### config.mk
export PLATFORM = sky130hd
export DESIGN_NAME = serial_register_write_update
export DESIGN_NICKNAME = d
export VERILOG_FILES = /design/src/rtl/serial_reg_pkg.sv /design/src/rtl/serial_register_write_update.sv /design/src/rtl/pin_sync.sv /design/src/rtl/area_decode.sv
export SDC_FILE = /design/constraint.sdc
export NUM_CORES = 1
export LEC_CHECK = 0
export ABC_AREA = 1
export BUFFER_PORTS_ARGS = -buffer_cell sky130_fd_sc_hd__clkbuf_2
export CAP_MARGIN = 40
export CORE_MARGIN = 10
export CORE_UTILIZATION = 63
export CTS_BUF_LIST = sky130_fd_sc_hd__clkbuf_16
export CTS_CLUSTER_SIZE = 12
export DETAILED_ROUTE_END_ITERATION = 7
export GPL_TIMING_DRIVEN = 0
export PLACE_DENSITY = 0.82
export SLEW_MARGIN = 30
export SYNTH_ARGS = -nofsm -noshare
export SYNTH_HDL_FRONTEND = slang
export SYNTH_SLANG_ARGS = --single-unit
export TNS_END_PERCENT = 1
### constraint.sdc
create_clock -name sys_clk -period 5.5 [get_ports sys_clk]
set_input_delay 0.275 -clock sys_clk [delete_from_list [all_inputs] [get_ports sys_clk]]
set_output_delay 0.275 -clock sys_clk [all_outputs]
set_load 0.01 [all_outputs]
### src/rtl/serial_reg_pkg.sv
// Constants and types for the serial register write port.
// Assumes a single system clock; all pins are sampled into it.
package serial_reg_pkg;

    localparam int ADDR_W       = 12;
    localparam int DATA_W       = 28;
    localparam int ADDR_LAST    = 11;
    localparam int DATA_LAST    = 27;

    localparam logic [11:0] DELAY_LINE_ADDR    = 12'h017;
    localparam logic [11:0] CONFIG_COUNTS_ADDR = 12'h028;
    localparam logic [11:0] FIXED_LAST         = 12'h0FF;
    localparam logic [11:0] CONFIG_BASE        = 12'h400;

    localparam int PATTERN_SPAN  = 48;
    localparam int SEQUENCE_SPAN = 40;
    localparam int FIELD_SPAN    = 16;

    localparam int COUNT_W       = 8;
    localparam int PAT_CNT_LSB   = 0;
    localparam int SEQ_CNT_LSB   = 8;
    localparam int DELAY_LINE_W  = 12;
    localparam int DELAY_LINE_LSB = 0;

    localparam logic [27:0] DELAY_LINE_RESET    = 28'h000_0000;
    localparam logic [27:0] CONFIG_COUNTS_RESET = 28'h000_0000;

    localparam int SYN_SCLK = 0;
    localparam int SYN_LOAD = 1;
    localparam int SYN_DATA = 2;
    localparam int SYN_VS   = 3;
    localparam int SYN_HS   = 4;
    localparam int SYN_SG   = 5;
    localparam int SYN_SCP  = 6;
    localparam int SYN_N    = 7;

    typedef enum logic [1:0] {
        UPD_IMMEDIATE,
        UPD_VSYNC,
        UPD_SGLINE,
        UPD_SCP
    } update_kind_t;

    typedef enum logic [2:0] {
        AREA_FIXED,
        AREA_PATTERN,
        AREA_SEQUENCE,
        AREA_FIELD,
        AREA_UNDEF
    } area_t;

endpackage

### src/rtl/serial_register_write_update.sv
// Serial register write port with deferred update scheduling.
// Assumes pins are asynchronous; a register map outside gives
// the update kind of each fixed-area address and stores applied words.
`timescale 1ns/10ps
module serial_register_write_update #(
    parameter int DEPTH = 8
) (
    input  wire logic                               sys_clk,
    input  wire logic                               resetn,
    input  wire logic                               serial_clock,
    input  wire logic                               serial_load,
    input  wire logic                               serial_data,
    input  wire logic                               vertical_sync,
    input  wire logic                               horizontal_sync,
    input  wire logic                               sensor_gate_line,
    input  wire logic                               sequence_change_point,
    input  wire serial_reg_pkg::update_kind_t       fixed_update_kind,
    output logic      [11:0]                        lookup_addr,
    output logic                                    apply_valid,
    output logic      [11:0]                        apply_addr,
    output logic      [27:0]                        apply_data,
    output serial_reg_pkg::update_kind_t            apply_kind,
    output logic      [serial_reg_pkg::COUNT_W-1:0] pattern_group_count,
    output logic      [serial_reg_pkg::COUNT_W-1:0] sequence_count,
    output logic      [serial_reg_pkg::DELAY_LINE_W-1:0] delay_line,
    output logic                                    write_dropped
);

    localparam int IW = $clog2(DEPTH);

    typedef enum logic [1:0] {
        PH_IDLE,
        PH_ADDR,
        PH_DATA
    } phase_t;

    typedef struct packed {
        phase_t                                   phase;
        logic [5:0]                               bit_cnt;
        logic [11:0]                              addr;
        logic [27:0]                              shift;
        logic [11:0]                              line_cnt;
        logic                                     armed;
        logic [DEPTH-1:0]                         pend_vld;
        logic [DEPTH-1:0]                         pend_rdy;
        logic [DEPTH-1:0]                         pend_nodly;
        logic [DEPTH-1:0][11:0]                   pend_addr;
        logic [DEPTH-1:0][27:0]                   pend_data;
        serial_reg_pkg::update_kind_t [DEPTH-1:0] pend_kind;
        logic                                     apply_valid;
        logic [11:0]                              apply_addr;
        logic [27:0]                              apply_data;
        serial_reg_pkg::update_kind_t             apply_kind;
        logic [27:0]                              delay_reg;
        logic [27:0]                              counts_reg;
        logic                                     dropped;
    } state_t;

    state_t q;
    state_t d;

    logic [serial_reg_pkg::SYN_N-1:0] lvl;
    logic [serial_reg_pkg::SYN_N-1:0] rise;
    logic [serial_reg_pkg::SYN_N-1:0] fall;

    pin_sync #(
        .WIDTH (serial_reg_pkg::SYN_N)
    ) u_sync (
        .sys_clk (sys_clk),
        .resetn  (resetn),
        .pin     ({sequence_change_point, sensor_gate_line, horizontal_sync,
                   vertical_sync, serial_data, serial_load, serial_clock}),
        .level   (lvl),
        .rise    (rise),
        .fall    (fall)
    );

    serial_reg_pkg::area_t area;

    area_decode u_area (
        .addr                (q.addr),
        .pattern_group_count (q.counts_reg[serial_reg_pkg::PAT_CNT_LSB +: serial_reg_pkg::COUNT_W]),
        .sequence_count      (q.counts_reg[serial_reg_pkg::SEQ_CNT_LSB +: serial_reg_pkg::COUNT_W]),
        .area                (area)
    );

    function automatic logic [IW:0] first_set(input logic [DEPTH-1:0] v);
        logic [IW:0] r;
        r = '0;
        for (int i = DEPTH - 1; i >= 0; i--) begin
            if (v[i]) begin
                r = {1'b1, IW'(i)};
            end
        end
        return r;
    endfunction

    logic                             sclk_rise;
    logic                             vs_fall;
    logic                             hs_fall;
    logic                             commit;
    logic [27:0]                      word;
    serial_reg_pkg::update_kind_t     ckind;
    logic [DEPTH-1:0]                 match;
    logic [IW:0]                      hit;
    logic [IW:0]                      free;
    logic [IW:0]                      rdy;
    logic [11:0]                      dly;

    // Levels reset low, so a pin idling high gives no false fall
    always_comb begin
        d         = q;
        sclk_rise = rise[serial_reg_pkg::SYN_SCLK];
        vs_fall   = fall[serial_reg_pkg::SYN_VS];
        hs_fall   = fall[serial_reg_pkg::SYN_HS];
        dly       = q.delay_reg[serial_reg_pkg::DELAY_LINE_LSB +: serial_reg_pkg::DELAY_LINE_W];
        word      = {lvl[serial_reg_pkg::SYN_DATA], q.shift[27:1]};
        commit    = 1'b0;
        ckind     = fixed_update_kind;
        d.apply_valid = 1'b0;

        // Mark pending entries whose update point has arrived
        if (vs_fall) begin
            d.line_cnt = '0;
            d.armed    = (dly != 12'h000);
        end else if (hs_fall) begin
            d.line_cnt = q.line_cnt + 12'h001;
        end
        for (int i = 0; i < DEPTH; i++) begin
            if (q.pend_vld[i]) begin
                unique case (q.pend_kind[i])
                    serial_reg_pkg::UPD_VSYNC: begin
                        if (vs_fall && (q.pend_nodly[i] || dly == 12'h000)) begin
                            d.pend_rdy[i] = 1'b1;
                        end
                        if (q.armed && hs_fall && !q.pend_nodly[i]
                            && 12'(q.line_cnt + 12'h001) == dly) begin
                            d.pend_rdy[i] = 1'b1;
                        end
                    end
                    serial_reg_pkg::UPD_SGLINE: begin
                        if (hs_fall && lvl[serial_reg_pkg::SYN_SG]) begin
                            d.pend_rdy[i] = 1'b1;
                        end
                    end
                    serial_reg_pkg::UPD_SCP: begin
                        if (rise[serial_reg_pkg::SYN_SCP]) begin
                            d.pend_rdy[i] = 1'b1;
                        end
                    end
                    serial_reg_pkg::UPD_IMMEDIATE: begin
                    end
                endcase
            end
        end
        if (q.armed && hs_fall && 12'(q.line_cnt + 12'h001) == dly) begin
            d.armed = 1'b0;
        end

        // Serial framing; strobe low abandons any partial word
        if (!lvl[serial_reg_pkg::SYN_LOAD]) begin
            d.phase   = PH_IDLE;
            d.bit_cnt = '0;
        end else begin
            unique case (q.phase)
                PH_IDLE: begin
                    d.phase   = PH_ADDR;
                    d.bit_cnt = '0;
                end
                PH_ADDR: begin
                    if (sclk_rise) begin
                        d.addr    = {lvl[serial_reg_pkg::SYN_DATA], q.addr[11:1]};
                        d.bit_cnt = q.bit_cnt + 6'h01;
                        if (q.bit_cnt == 6'(serial_reg_pkg::ADDR_LAST)) begin
                            d.phase   = PH_DATA;
                            d.bit_cnt = '0;
                        end
                    end
                end
                PH_DATA: begin
                    if (sclk_rise) begin
                        d.shift   = word;
                        d.bit_cnt = q.bit_cnt + 6'h01;
                        if (q.bit_cnt == 6'(serial_reg_pkg::DATA_LAST)) begin
                            commit    = 1'b1;
                            d.bit_cnt = '0;
                            d.addr    = q.addr + 12'h001;
                        end
                    end
                end
            endcase
        end

        // Update kind follows the area; fields ignore the line delay
        unique case (area)
            serial_reg_pkg::AREA_PATTERN,
            serial_reg_pkg::AREA_SEQUENCE: ckind = serial_reg_pkg::UPD_SCP;
            serial_reg_pkg::AREA_FIELD:    ckind = serial_reg_pkg::UPD_VSYNC;
            default:                       ckind = fixed_update_kind;
        endcase
        for (int i = 0; i < DEPTH; i++) begin
            match[i] = q.pend_vld[i] && q.pend_addr[i] == q.addr;
        end
        hit  = first_set(match);
        free = first_set(~q.pend_vld);

        if (commit) begin
            if (area == serial_reg_pkg::AREA_UNDEF) begin
                d.dropped = 1'b1;
            end else if (ckind == serial_reg_pkg::UPD_IMMEDIATE) begin
                d.apply_valid = 1'b1;
                d.apply_addr  = q.addr;
                d.apply_data  = word;
                d.apply_kind  = ckind;
            end else if (hit[IW] || free[IW]) begin
                // Rewrite replaces the word; a same-cycle update point still wins
                d.pend_vld[hit[IW] ? hit[IW-1:0] : free[IW-1:0]]   = 1'b1;
                d.pend_rdy[hit[IW] ? hit[IW-1:0] : free[IW-1:0]]   = hit[IW] && d.pend_rdy[hit[IW-1:0]];
                d.pend_addr[hit[IW] ? hit[IW-1:0] : free[IW-1:0]]  = q.addr;
                d.pend_data[hit[IW] ? hit[IW-1:0] : free[IW-1:0]]  = word;
                d.pend_kind[hit[IW] ? hit[IW-1:0] : free[IW-1:0]]  = ckind;
                d.pend_nodly[hit[IW] ? hit[IW-1:0] : free[IW-1:0]] = (area == serial_reg_pkg::AREA_FIELD);
            end else begin
                // No room left; the word is lost and flagged
                d.dropped = 1'b1;
            end
        end

        // One release per cycle; an immediate write takes the port first
        rdy = first_set(d.pend_vld & d.pend_rdy);
        if (!d.apply_valid && rdy[IW]) begin
            d.apply_valid          = 1'b1;
            d.apply_addr           = d.pend_addr[rdy[IW-1:0]];
            d.apply_data           = d.pend_data[rdy[IW-1:0]];
            d.apply_kind           = d.pend_kind[rdy[IW-1:0]];
            d.pend_vld[rdy[IW-1:0]] = 1'b0;
            d.pend_rdy[rdy[IW-1:0]] = 1'b0;
        end

        if (d.apply_valid && d.apply_addr == serial_reg_pkg::DELAY_LINE_ADDR) begin
            d.delay_reg = d.apply_data;
        end
        if (d.apply_valid && d.apply_addr == serial_reg_pkg::CONFIG_COUNTS_ADDR) begin
            d.counts_reg = d.apply_data;
        end
    end

    always_ff @(posedge sys_clk or negedge resetn) begin
        if (!resetn) begin
            q            <= '0;
            q.delay_reg  <= serial_reg_pkg::DELAY_LINE_RESET;
            q.counts_reg <= serial_reg_pkg::CONFIG_COUNTS_RESET;
        end else begin
            q <= d;
        end
    end

    assign lookup_addr         = q.addr;
    assign apply_valid         = q.apply_valid;
    assign apply_addr          = q.apply_addr;
    assign apply_data          = q.apply_data;
    assign apply_kind          = q.apply_kind;
    assign pattern_group_count = q.counts_reg[serial_reg_pkg::PAT_CNT_LSB +: serial_reg_pkg::COUNT_W];
    assign sequence_count      = q.counts_reg[serial_reg_pkg::SEQ_CNT_LSB +: serial_reg_pkg::COUNT_W];
    assign delay_line          = dly;
    assign write_dropped       = q.dropped;
endmodule // serial_register_write_update

### src/rtl/pin_sync.sv
// Three-stage pin synchroniser with edge detection.
// Assumes inputs are asynchronous to sys_clk.
`timescale 1ns/10ps
module pin_sync #(
    parameter int WIDTH = 1
) (
    input  wire logic             sys_clk,
    input  wire logic             resetn,
    input  wire logic [WIDTH-1:0] pin,
    output logic      [WIDTH-1:0] level,
    output logic      [WIDTH-1:0] rise,
    output logic      [WIDTH-1:0] fall
);

    genvar g;
    generate
        for (g = 0; g < WIDTH; g++) begin : g_bit
            logic s1_q;
            logic s2_q;
            logic s3_q;
            logic lvl_q;
            // A change counts only once stages two and three agree
            always_ff @(posedge sys_clk or negedge resetn) begin
                if (!resetn) begin
                    s1_q  <= 1'b0;
                    s2_q  <= 1'b0;
                    s3_q  <= 1'b0;
                    lvl_q <= 1'b0;
                end else begin
                    s1_q <= pin[g];
                    s2_q <= s1_q;
                    s3_q <= s2_q;
                    if (s2_q == s3_q) begin
                        lvl_q <= s3_q;
                    end
                end
            end
            assign level[g] = lvl_q;
            assign rise[g]  = s2_q & s3_q & ~lvl_q;
            assign fall[g]  = ~s2_q & ~s3_q & lvl_q;
        end
    endgenerate

endmodule // pin_sync

### src/rtl/area_decode.sv
// Classifies a register address into fixed, configurable or undefined areas.
// Assumes the counts come from the live configuration register.
`timescale 1ns/10ps
module area_decode (
    input  wire logic [11:0]                          addr,
    input  wire logic [serial_reg_pkg::COUNT_W-1:0]   pattern_group_count,
    input  wire logic [serial_reg_pkg::COUNT_W-1:0]   sequence_count,
    output serial_reg_pkg::area_t                     area
);

    logic [15:0] a16;
    logic [15:0] seq_base;
    logic [15:0] field_base;

    // Bases are computed, so the three groups abut with no gap
    always_comb begin
        a16        = {4'h0, addr};
        seq_base   = 16'(serial_reg_pkg::CONFIG_BASE)
                   + 16'(pattern_group_count) * 16'(serial_reg_pkg::PATTERN_SPAN);
        field_base = seq_base
                   + 16'(sequence_count) * 16'(serial_reg_pkg::SEQUENCE_SPAN);
        if (addr <= serial_reg_pkg::FIXED_LAST) begin
            area = serial_reg_pkg::AREA_FIXED;
        end else if (addr < serial_reg_pkg::CONFIG_BASE) begin
            area = serial_reg_pkg::AREA_UNDEF;
        end else if (a16 < seq_base) begin
            area = serial_reg_pkg::AREA_PATTERN;
        end else if (a16 < field_base) begin
            area = serial_reg_pkg::AREA_SEQUENCE;
        end else begin
            area = serial_reg_pkg::AREA_FIELD;
        end
    end

endmodule // area_decode

# == After elaboration in Yosys (flattened, before gate mapping) ==
# Index checks and enable logic that the tools add are counted.
# totals
input_bits,11
wordCells,369
register_bits,521
output_inout_bits,84
# classes
bitwise,22
n_addsub,5
n_eq_ne,60
n_reduce_logical,76
n_mul,2
n_mux,127
n_lt_le_gt_ge,9
# op_table
op,count
$mux W403,2
$mux W360,2
$bwmux W224,1
$eq A12 B12 Y1,9
$bwmux W96,1
$mux W4,24
$mux W43,2
$bmux W28 S3,1
$demux W28 S3,1
$mux W28,2
$mux W1,53
$mux W12,4
$mux W46,1
$logic_and A1 B1 Y1,41
$bmux W12 S3,1
$demux W12 S3,1
$eq A2 B2 Y1 const B,17
$lt A12 B16 Y1,2
$add A12 B1 Y12 const B,2
$and A8 B8 Y8,3
$pmux W1 S3,8
$pmux W12 S2,1
$mux W20,1
$eq A2 B1 Y1 const B,9
48 further kinds,112

# == Longest topological paths before layout ==
# logic_depth
ltp_word,36
mapped_depth,43
ltp_nobuf,41

# == By module ==
# A second synthesis with hierarchy kept.
# unflattened
hier_cells,3902
area_unflattened_um2,29768.6
# by_module_without_submodules
mod,seq_area_each_um2,cells_per_inst,area_each_um2,n_inst
serial_register_write_update,12311.8,3544,26968.4,1
area_decode,0.0,239,1609.0,1
pin_sync,700.7,119,1191.1,1

# == Worst setup path before layout ==
# No wires, ideal clock.
# synth_path
path_kind,reg-to-reg
startpoint,"reg q, in the netlist pattern_group_count[1]"
endpoint,"reg q, in the netlist apply_kind[1]"
slack_ns,1.256
setup_ns,0.120
synth_period_minus_slack_ns,4.244
stages_incl_launch_ff,24
t_required_ns,5.380
arrival_ns,4.124
path_buffers,0
path_cell_list,dfrtp_1 -> ha_1 -> fa_1 -> a21oi_1 -> o21bai_1 -> a21oi_1 -> nor2_1 -> nor2_1 -> xor2_1 -> ha_1 -> ha_1 -> xor2_1 -> ha_1 -> nand3_1 -> nand2_1 -> o2111ai_1 -> a21oi_1 -> nand2_1 -> o21ai_0 -> o21ai_0 -> o21ai_0 -> o22ai_1 -> o21ai_1 -> nand2_1
# synth_rtl
element,line,rtl
start: declaration,serial_register_write_update.sv:59,state_t q;

# == Worst setup path in the final report ==
# layout_path
startpoint,"reg q, in the netlist lookup_addr[1]"
endpoint,"reg q, in the netlist apply_data[20]"
# layout_between
elab_chain_cells,32
word_cells_on_any_way,73
classes_between,order compare (6); eq/ne (12); mux (38); bitwise (2); reduce/logical (15)
# layout_rtl
element,line,rtl
$eq A12 B12 Y1,serial_register_write_update.sv:202,match[i] = q.pend_vld[i] && q.pend_addr[i] == q.addr;
$logic_and A1 B1 Y1,serial_register_write_update.sv:202,
$mux W4 (8 in series),serial_register_write_update.sv:91,if (v[i]) begin
$mux W3,"serial_register_write_update.sv:217, serial_register_write_update.sv:218, serial_register_write_update.sv:220",
$lt A3 B4 Y1 (not written as such) or $ge A3 B1 Y1 (tied branches),"serial_register_write_update.sv:217, serial_register_write_update.sv:218, serial_register_write_update.sv:220",
$logic_and A1 B1 Y1,"serial_register_write_update.sv:217, serial_register_write_update.sv:218, serial_register_write_update.sv:220",
$mux W1,"serial_register_write_update.sv:217, serial_register_write_update.sv:218",
$demux W1 S3,"serial_register_write_update.sv:217, serial_register_write_update.sv:218",
[... 2 more ...],n/a,
$mux W360,serial_register_write_update.sv:210,end else if (ckind == serial_reg_pkg::UPD_IMMEDIATE) begin
$mux W403 (*),serial_register_write_update.sv:208,if (area == serial_reg_pkg::AREA_UNDEF) begin
$mux W403 (*),serial_register_write_update.sv:207,if (commit) begin
$and A8 B8 Y8,serial_register_write_update.sv:230,rdy = first_set(d.pend_vld & d.pend_rdy);
$mux W4 (8 in series),serial_register_write_update.sv:91,
$bmux W28 S3,serial_register_write_update.sv:234,d.apply_data = d.pend_data[rdy[IW-1:0]];
$mux W28 (not written as such),serial_register_write_update.sv:234,
$mux W43 (*),serial_register_write_update.sv:231,if (!d.apply_valid && rdy[IW]) begin
# Every way passes the cells marked *; elsewhere a longest branch is shown, timed or not. The select of a mux whose other input is x is not followed.
# A chain may end at the register's enable or synchronous reset.

==> impl_metrics.csv <==
group,metric,value,unit
run_status,status,"finished with violations",
run_status,violations,"negative setup slack",
floorplan,die_y,232,microns
cells_and_area,synthToLayoutAreaGrowth,13.5,%
sta,skew,32.7,ps
floorplan,ios,95,
synthesis,async_flop_share,100,%
power_and_ir_drop,p_seq_share,42.3,%
clock_network,cts_sinks,520,
worst_setup_path,cp_common_cell,"nand2_1",
detailed_routing,vias,27273,
cells_and_area,nFillCells,3476,
placed_design,dp_hpwl,72900,microns
clock_network,clock_latency,650,ps
detailed_routing,drt_iter0_markers,3852,
worst_setup_path,critPathCapture,"apply_data[20]",
synthesis,ys_ff_latch,520,
worst_setup_path,required,6070,ps
floorplan,dieArea,53700,sq um
synthesis,yosysTopAreaCellShare,46.1,%
synthesis,synth_top_cell_by_area,"dfrtp_1",
clock_network,cts-buffers-inserted,55,
worst_setup_path,arrival,6100,ps
sta,rsz0062_at_grt,"true",
clock_network,htreeDepth,2,
worst_setup_path,critPathMaxFanout,10,
power_and_ir_drop,leakage,15.5,nW
worst_setup_path,timing.rr.start,"lookup_addr[1]",
detailed_routing,wl_per_cell,23.3,microns
cells_and_area,drive_gt1_share,14.2,%
worst_hold_path,hold_class,"in -> reg",
synthesis,ys_types,69,
run,cap_violations,0,
synthesis,synth_area,28200,sq um
placed_design,gp_congestion,1.05,
synthesis,synth.net_count,3672,
synthesis,synthFlopType,"dfrtp_1",
synthesis,syn_area_per_cell,7.84,sq um
worst_hold_path,hold_depth,3,
worst_setup_path,endpoint_kind,"register",
sta,setup_violations,1,
worst_setup_path,max_stage_delay,570,ps
sta,tns,-24.9,ps
cells_and_area,fin_util,72.4,%
synthesis,yosysMostFrequentCell,"nand2_1",
sta,fmax,0.181,GHz
synthesis,synth_area_leaders,"dfrtp_1 (46%), nand2_1 (11%), o21ai_0 (9.8%), inv_1 (4.6%), nor2_1 (3.9%)",
sta,period_share,100,%
worst_setup_path,reg2reg_depth,30,
power_and_ir_drop,p_comb_share,20.3,%
synthesis,synthCells,3602,
power_and_ir_drop,clkPwrFrac,37.4,%
synthesis,synth_warnings,0,
synthesis,yosys-top-cells-count,"nand2_1 (820), o21ai_0 (551), dfrtp_1 (520)",
clock_network,root_buffer,"clkbuf_16",
cells_and_area,nets,3872,
global_routing,first_global_vias,25353,
sta,worst_slew_pin_slew,1070,ps
worst_setup_path,worst-setup-path-type,"reg -> reg",
global_routing,grt_max_degree,83,
floorplan,row_count,77,
worst_setup_path,startpoint_type,"register",
global_routing,groute.usage.overall,37.4,%
power_and_ir_drop,power.density,295,nW/um^2
floorplan,fp.dieW,232,microns
detailed_routing,vias_per_cell,6.16,
detailed_routing,wl,103000,microns
detailed_routing,drc,0,
synthesis,synth-edff-count,0,
clock_network,cts.path.max_buffers,3,
clock_network,cts_tree,"built",
power_and_ir_drop,p_int,6.42,mW
worst_setup_path,crit_slowest_cell,"dfrtp_2",
detailed_routing,ant_nets,0,
power_and_ir_drop,switchingPower,3.03,mW
worst_setup_path,r2r-end,"apply_data[20]",
power_and_ir_drop,switching_share,32.1,%
clock_network,path_clk_slew,60,ps
worst_setup_path,critPathLaunch,"lookup_addr[1]",
global_routing,grt_overflow,0,
global_routing,grt_first_pass_wirelength,153000,microns
floorplan,core-area,44200,sq um
sta,maxSlewHeadroom,28.2,%
power_and_ir_drop,ir_worst_vdd,345,uV
sta,hold_violations,0,
sta,period_minus_slack,5520,ps
global_routing,grt_antenna_before_repair,1,
detailed_routing,dr.pass1.iters,6,
synthesis,yosysSeqAreaShare,46.1,%
sta,maxSlewViolCount,0,
placed_design,io_buffers,94,
sta,fin_ws,-24.9,ps
worst_setup_path,r2r_setup_slack,-20,ps
floorplan,initial_utilization,63.8,%
-- sequential cells by signal, indices dropped and copies added, names as in the netlist, named ones only --
name,count
apply_addr,12
apply_data,28
apply_kind,2
apply_valid,1
delay_line,12
lookup_addr,12
pattern_group_count,8
q,400
sequence_count,8
u_sync.g_bit.lvl_q,7
u_sync.g_bit.s1_q,7
u_sync.g_bit.s2_q,7
u_sync.g_bit.s3_q,7
write_dropped,1
-- power by group through the flow --
stage	Sequential (mW)	Combinational [mW]	Clock [mW]
finish	4.00	1.92	3.54
global route	4.00	1.99	3.68
CTS	4.00	1.68	3.52
global placement	4.08	1.64	0
detailed placement	4.07	1.66	0
floorplan	4.01	0.950	0
-- kinds of logic after synthesis --
group	Yosys count	synth area share, %
AOI/OAI and AO/OA	828	16.2
and+or+nand+nor	1496	22.7
muxes	2	0.0798
adders and majority gates	62	2.80
buffers and inverters	647	10.6
xor gates and xnor gates	47	1.53
DFF	520	46.1
-- how the worst min path moves through the flow --
stage | from | end | slack [ps]
3_3_place_gp | u_sync.g_bit[3].s1_q | u_sync.g_bit[3].s2_q | 330
6_report | fixed_update_kind[0] | q[108] | 140
3_5_place_dp | u_sync.g_bit[4].s1_q | u_sync.g_bit[4].s2_q | 340
5_1_grt | fixed_update_kind[0] | q[102] | 170
4_1_cts | fixed_update_kind[0] | q[108] | 120
2_1_floorplan | resetn | asynchronous set/reset pin | -20
-- layout by cell type, fill, tap and decap left out, types with 14 or more instances in the layout --
master	netlist	final
nand2_1	820	811
o21ai_0	551	550
dfrtp_1	520	510
inv_1	349	358
nor2_1	297	291
nand3_1	207	204
buf_4	102	125
clkbuf_2	0	113
clkbuf_1	119	94
o22ai_1	72	72
a21oi_1	68	67
ha_1	56	56
clkbuf_16	0	55
nand4_1	31	31
nor3_1	32	31
a22oi_1	31	31
o21ai_1	31	27
or2_2	25	25
xor2_1	23	23
nand2_2	16	23
buf_2	30	23
buf_6	13	21
o211ai_1	21	21
xnor2_1	22	17
inv_2	21	15
nor4_1	15	14
-- metal layers --
metal	up-vias	GRT usage, %	wire (microns)	part of all wire [%]
met1	12880	48.8	39200	38
met2	1845	56.4	45300	44
met3	360	9.86	12500	12
met4	0	20.4	6230	6.0
li1	12188	-	-	-
met5	-	0	0	0
-- per-stage QoR --
stage | hold WS (ps) | worst slack, ps | cell area (sq um) | std cells | power (mW)
finish | 143 | -24.9 | 32000 | 4429 | 9.45
global route | 173 | -89.6 | 32000 | 4428 | 9.67
CTS | 120 | 3.12 | 31600 | 4408 | 9.21
detailed placement | 337 | -904 | 29700 | 4301 | 5.73
global placement | 332 | -7670 | 29400 | 4288 | 5.72
floorplan | -20.6 | 1260 | 28200 | 3602 | 4.96
-- repair_timing --
| action | 4_1_cts | 5_1_grt |
|---|---|---|
| hold buffers | 8 | 0 |
| hold endpoints to repair | 84 | 0 |
| setup endpoints to repair | 60 | 65 |
| resized for setup | 33 | 107 |
| pin swaps | 7 | 12 |
| buffers inserted | 8 | 18 |
-- worst max-delay path: cells and delay by family (launching register included) --
| family | cells | cell delay (ps) |
|---|---|---|
| AOI/OAI and AO/OA | 5 | 960 |
| and+or+nand+nor | 16 | 2230 |
| buffers and inverters | 9 | 1690 |
| DFF | 1 | 570 |
-- cell type report --
cell class	instances	area [sq um]	share of cell area, %
Sequential cell	520	13000	40.7
Multi-Input combinational cell	2435	12400	38.8
Buffer	271	1690	5.28
Inverter	376	1450	4.51
Clock buffer	55	1380	4.30
Timing Repair Buffer	143	1030	3.21
Tap cell	592	741	2.31
Clock inverter	36	285	0.890
Antenna cell	1	2.50	0.00781
Note: power is estimated with default switching activity, not from simulation.
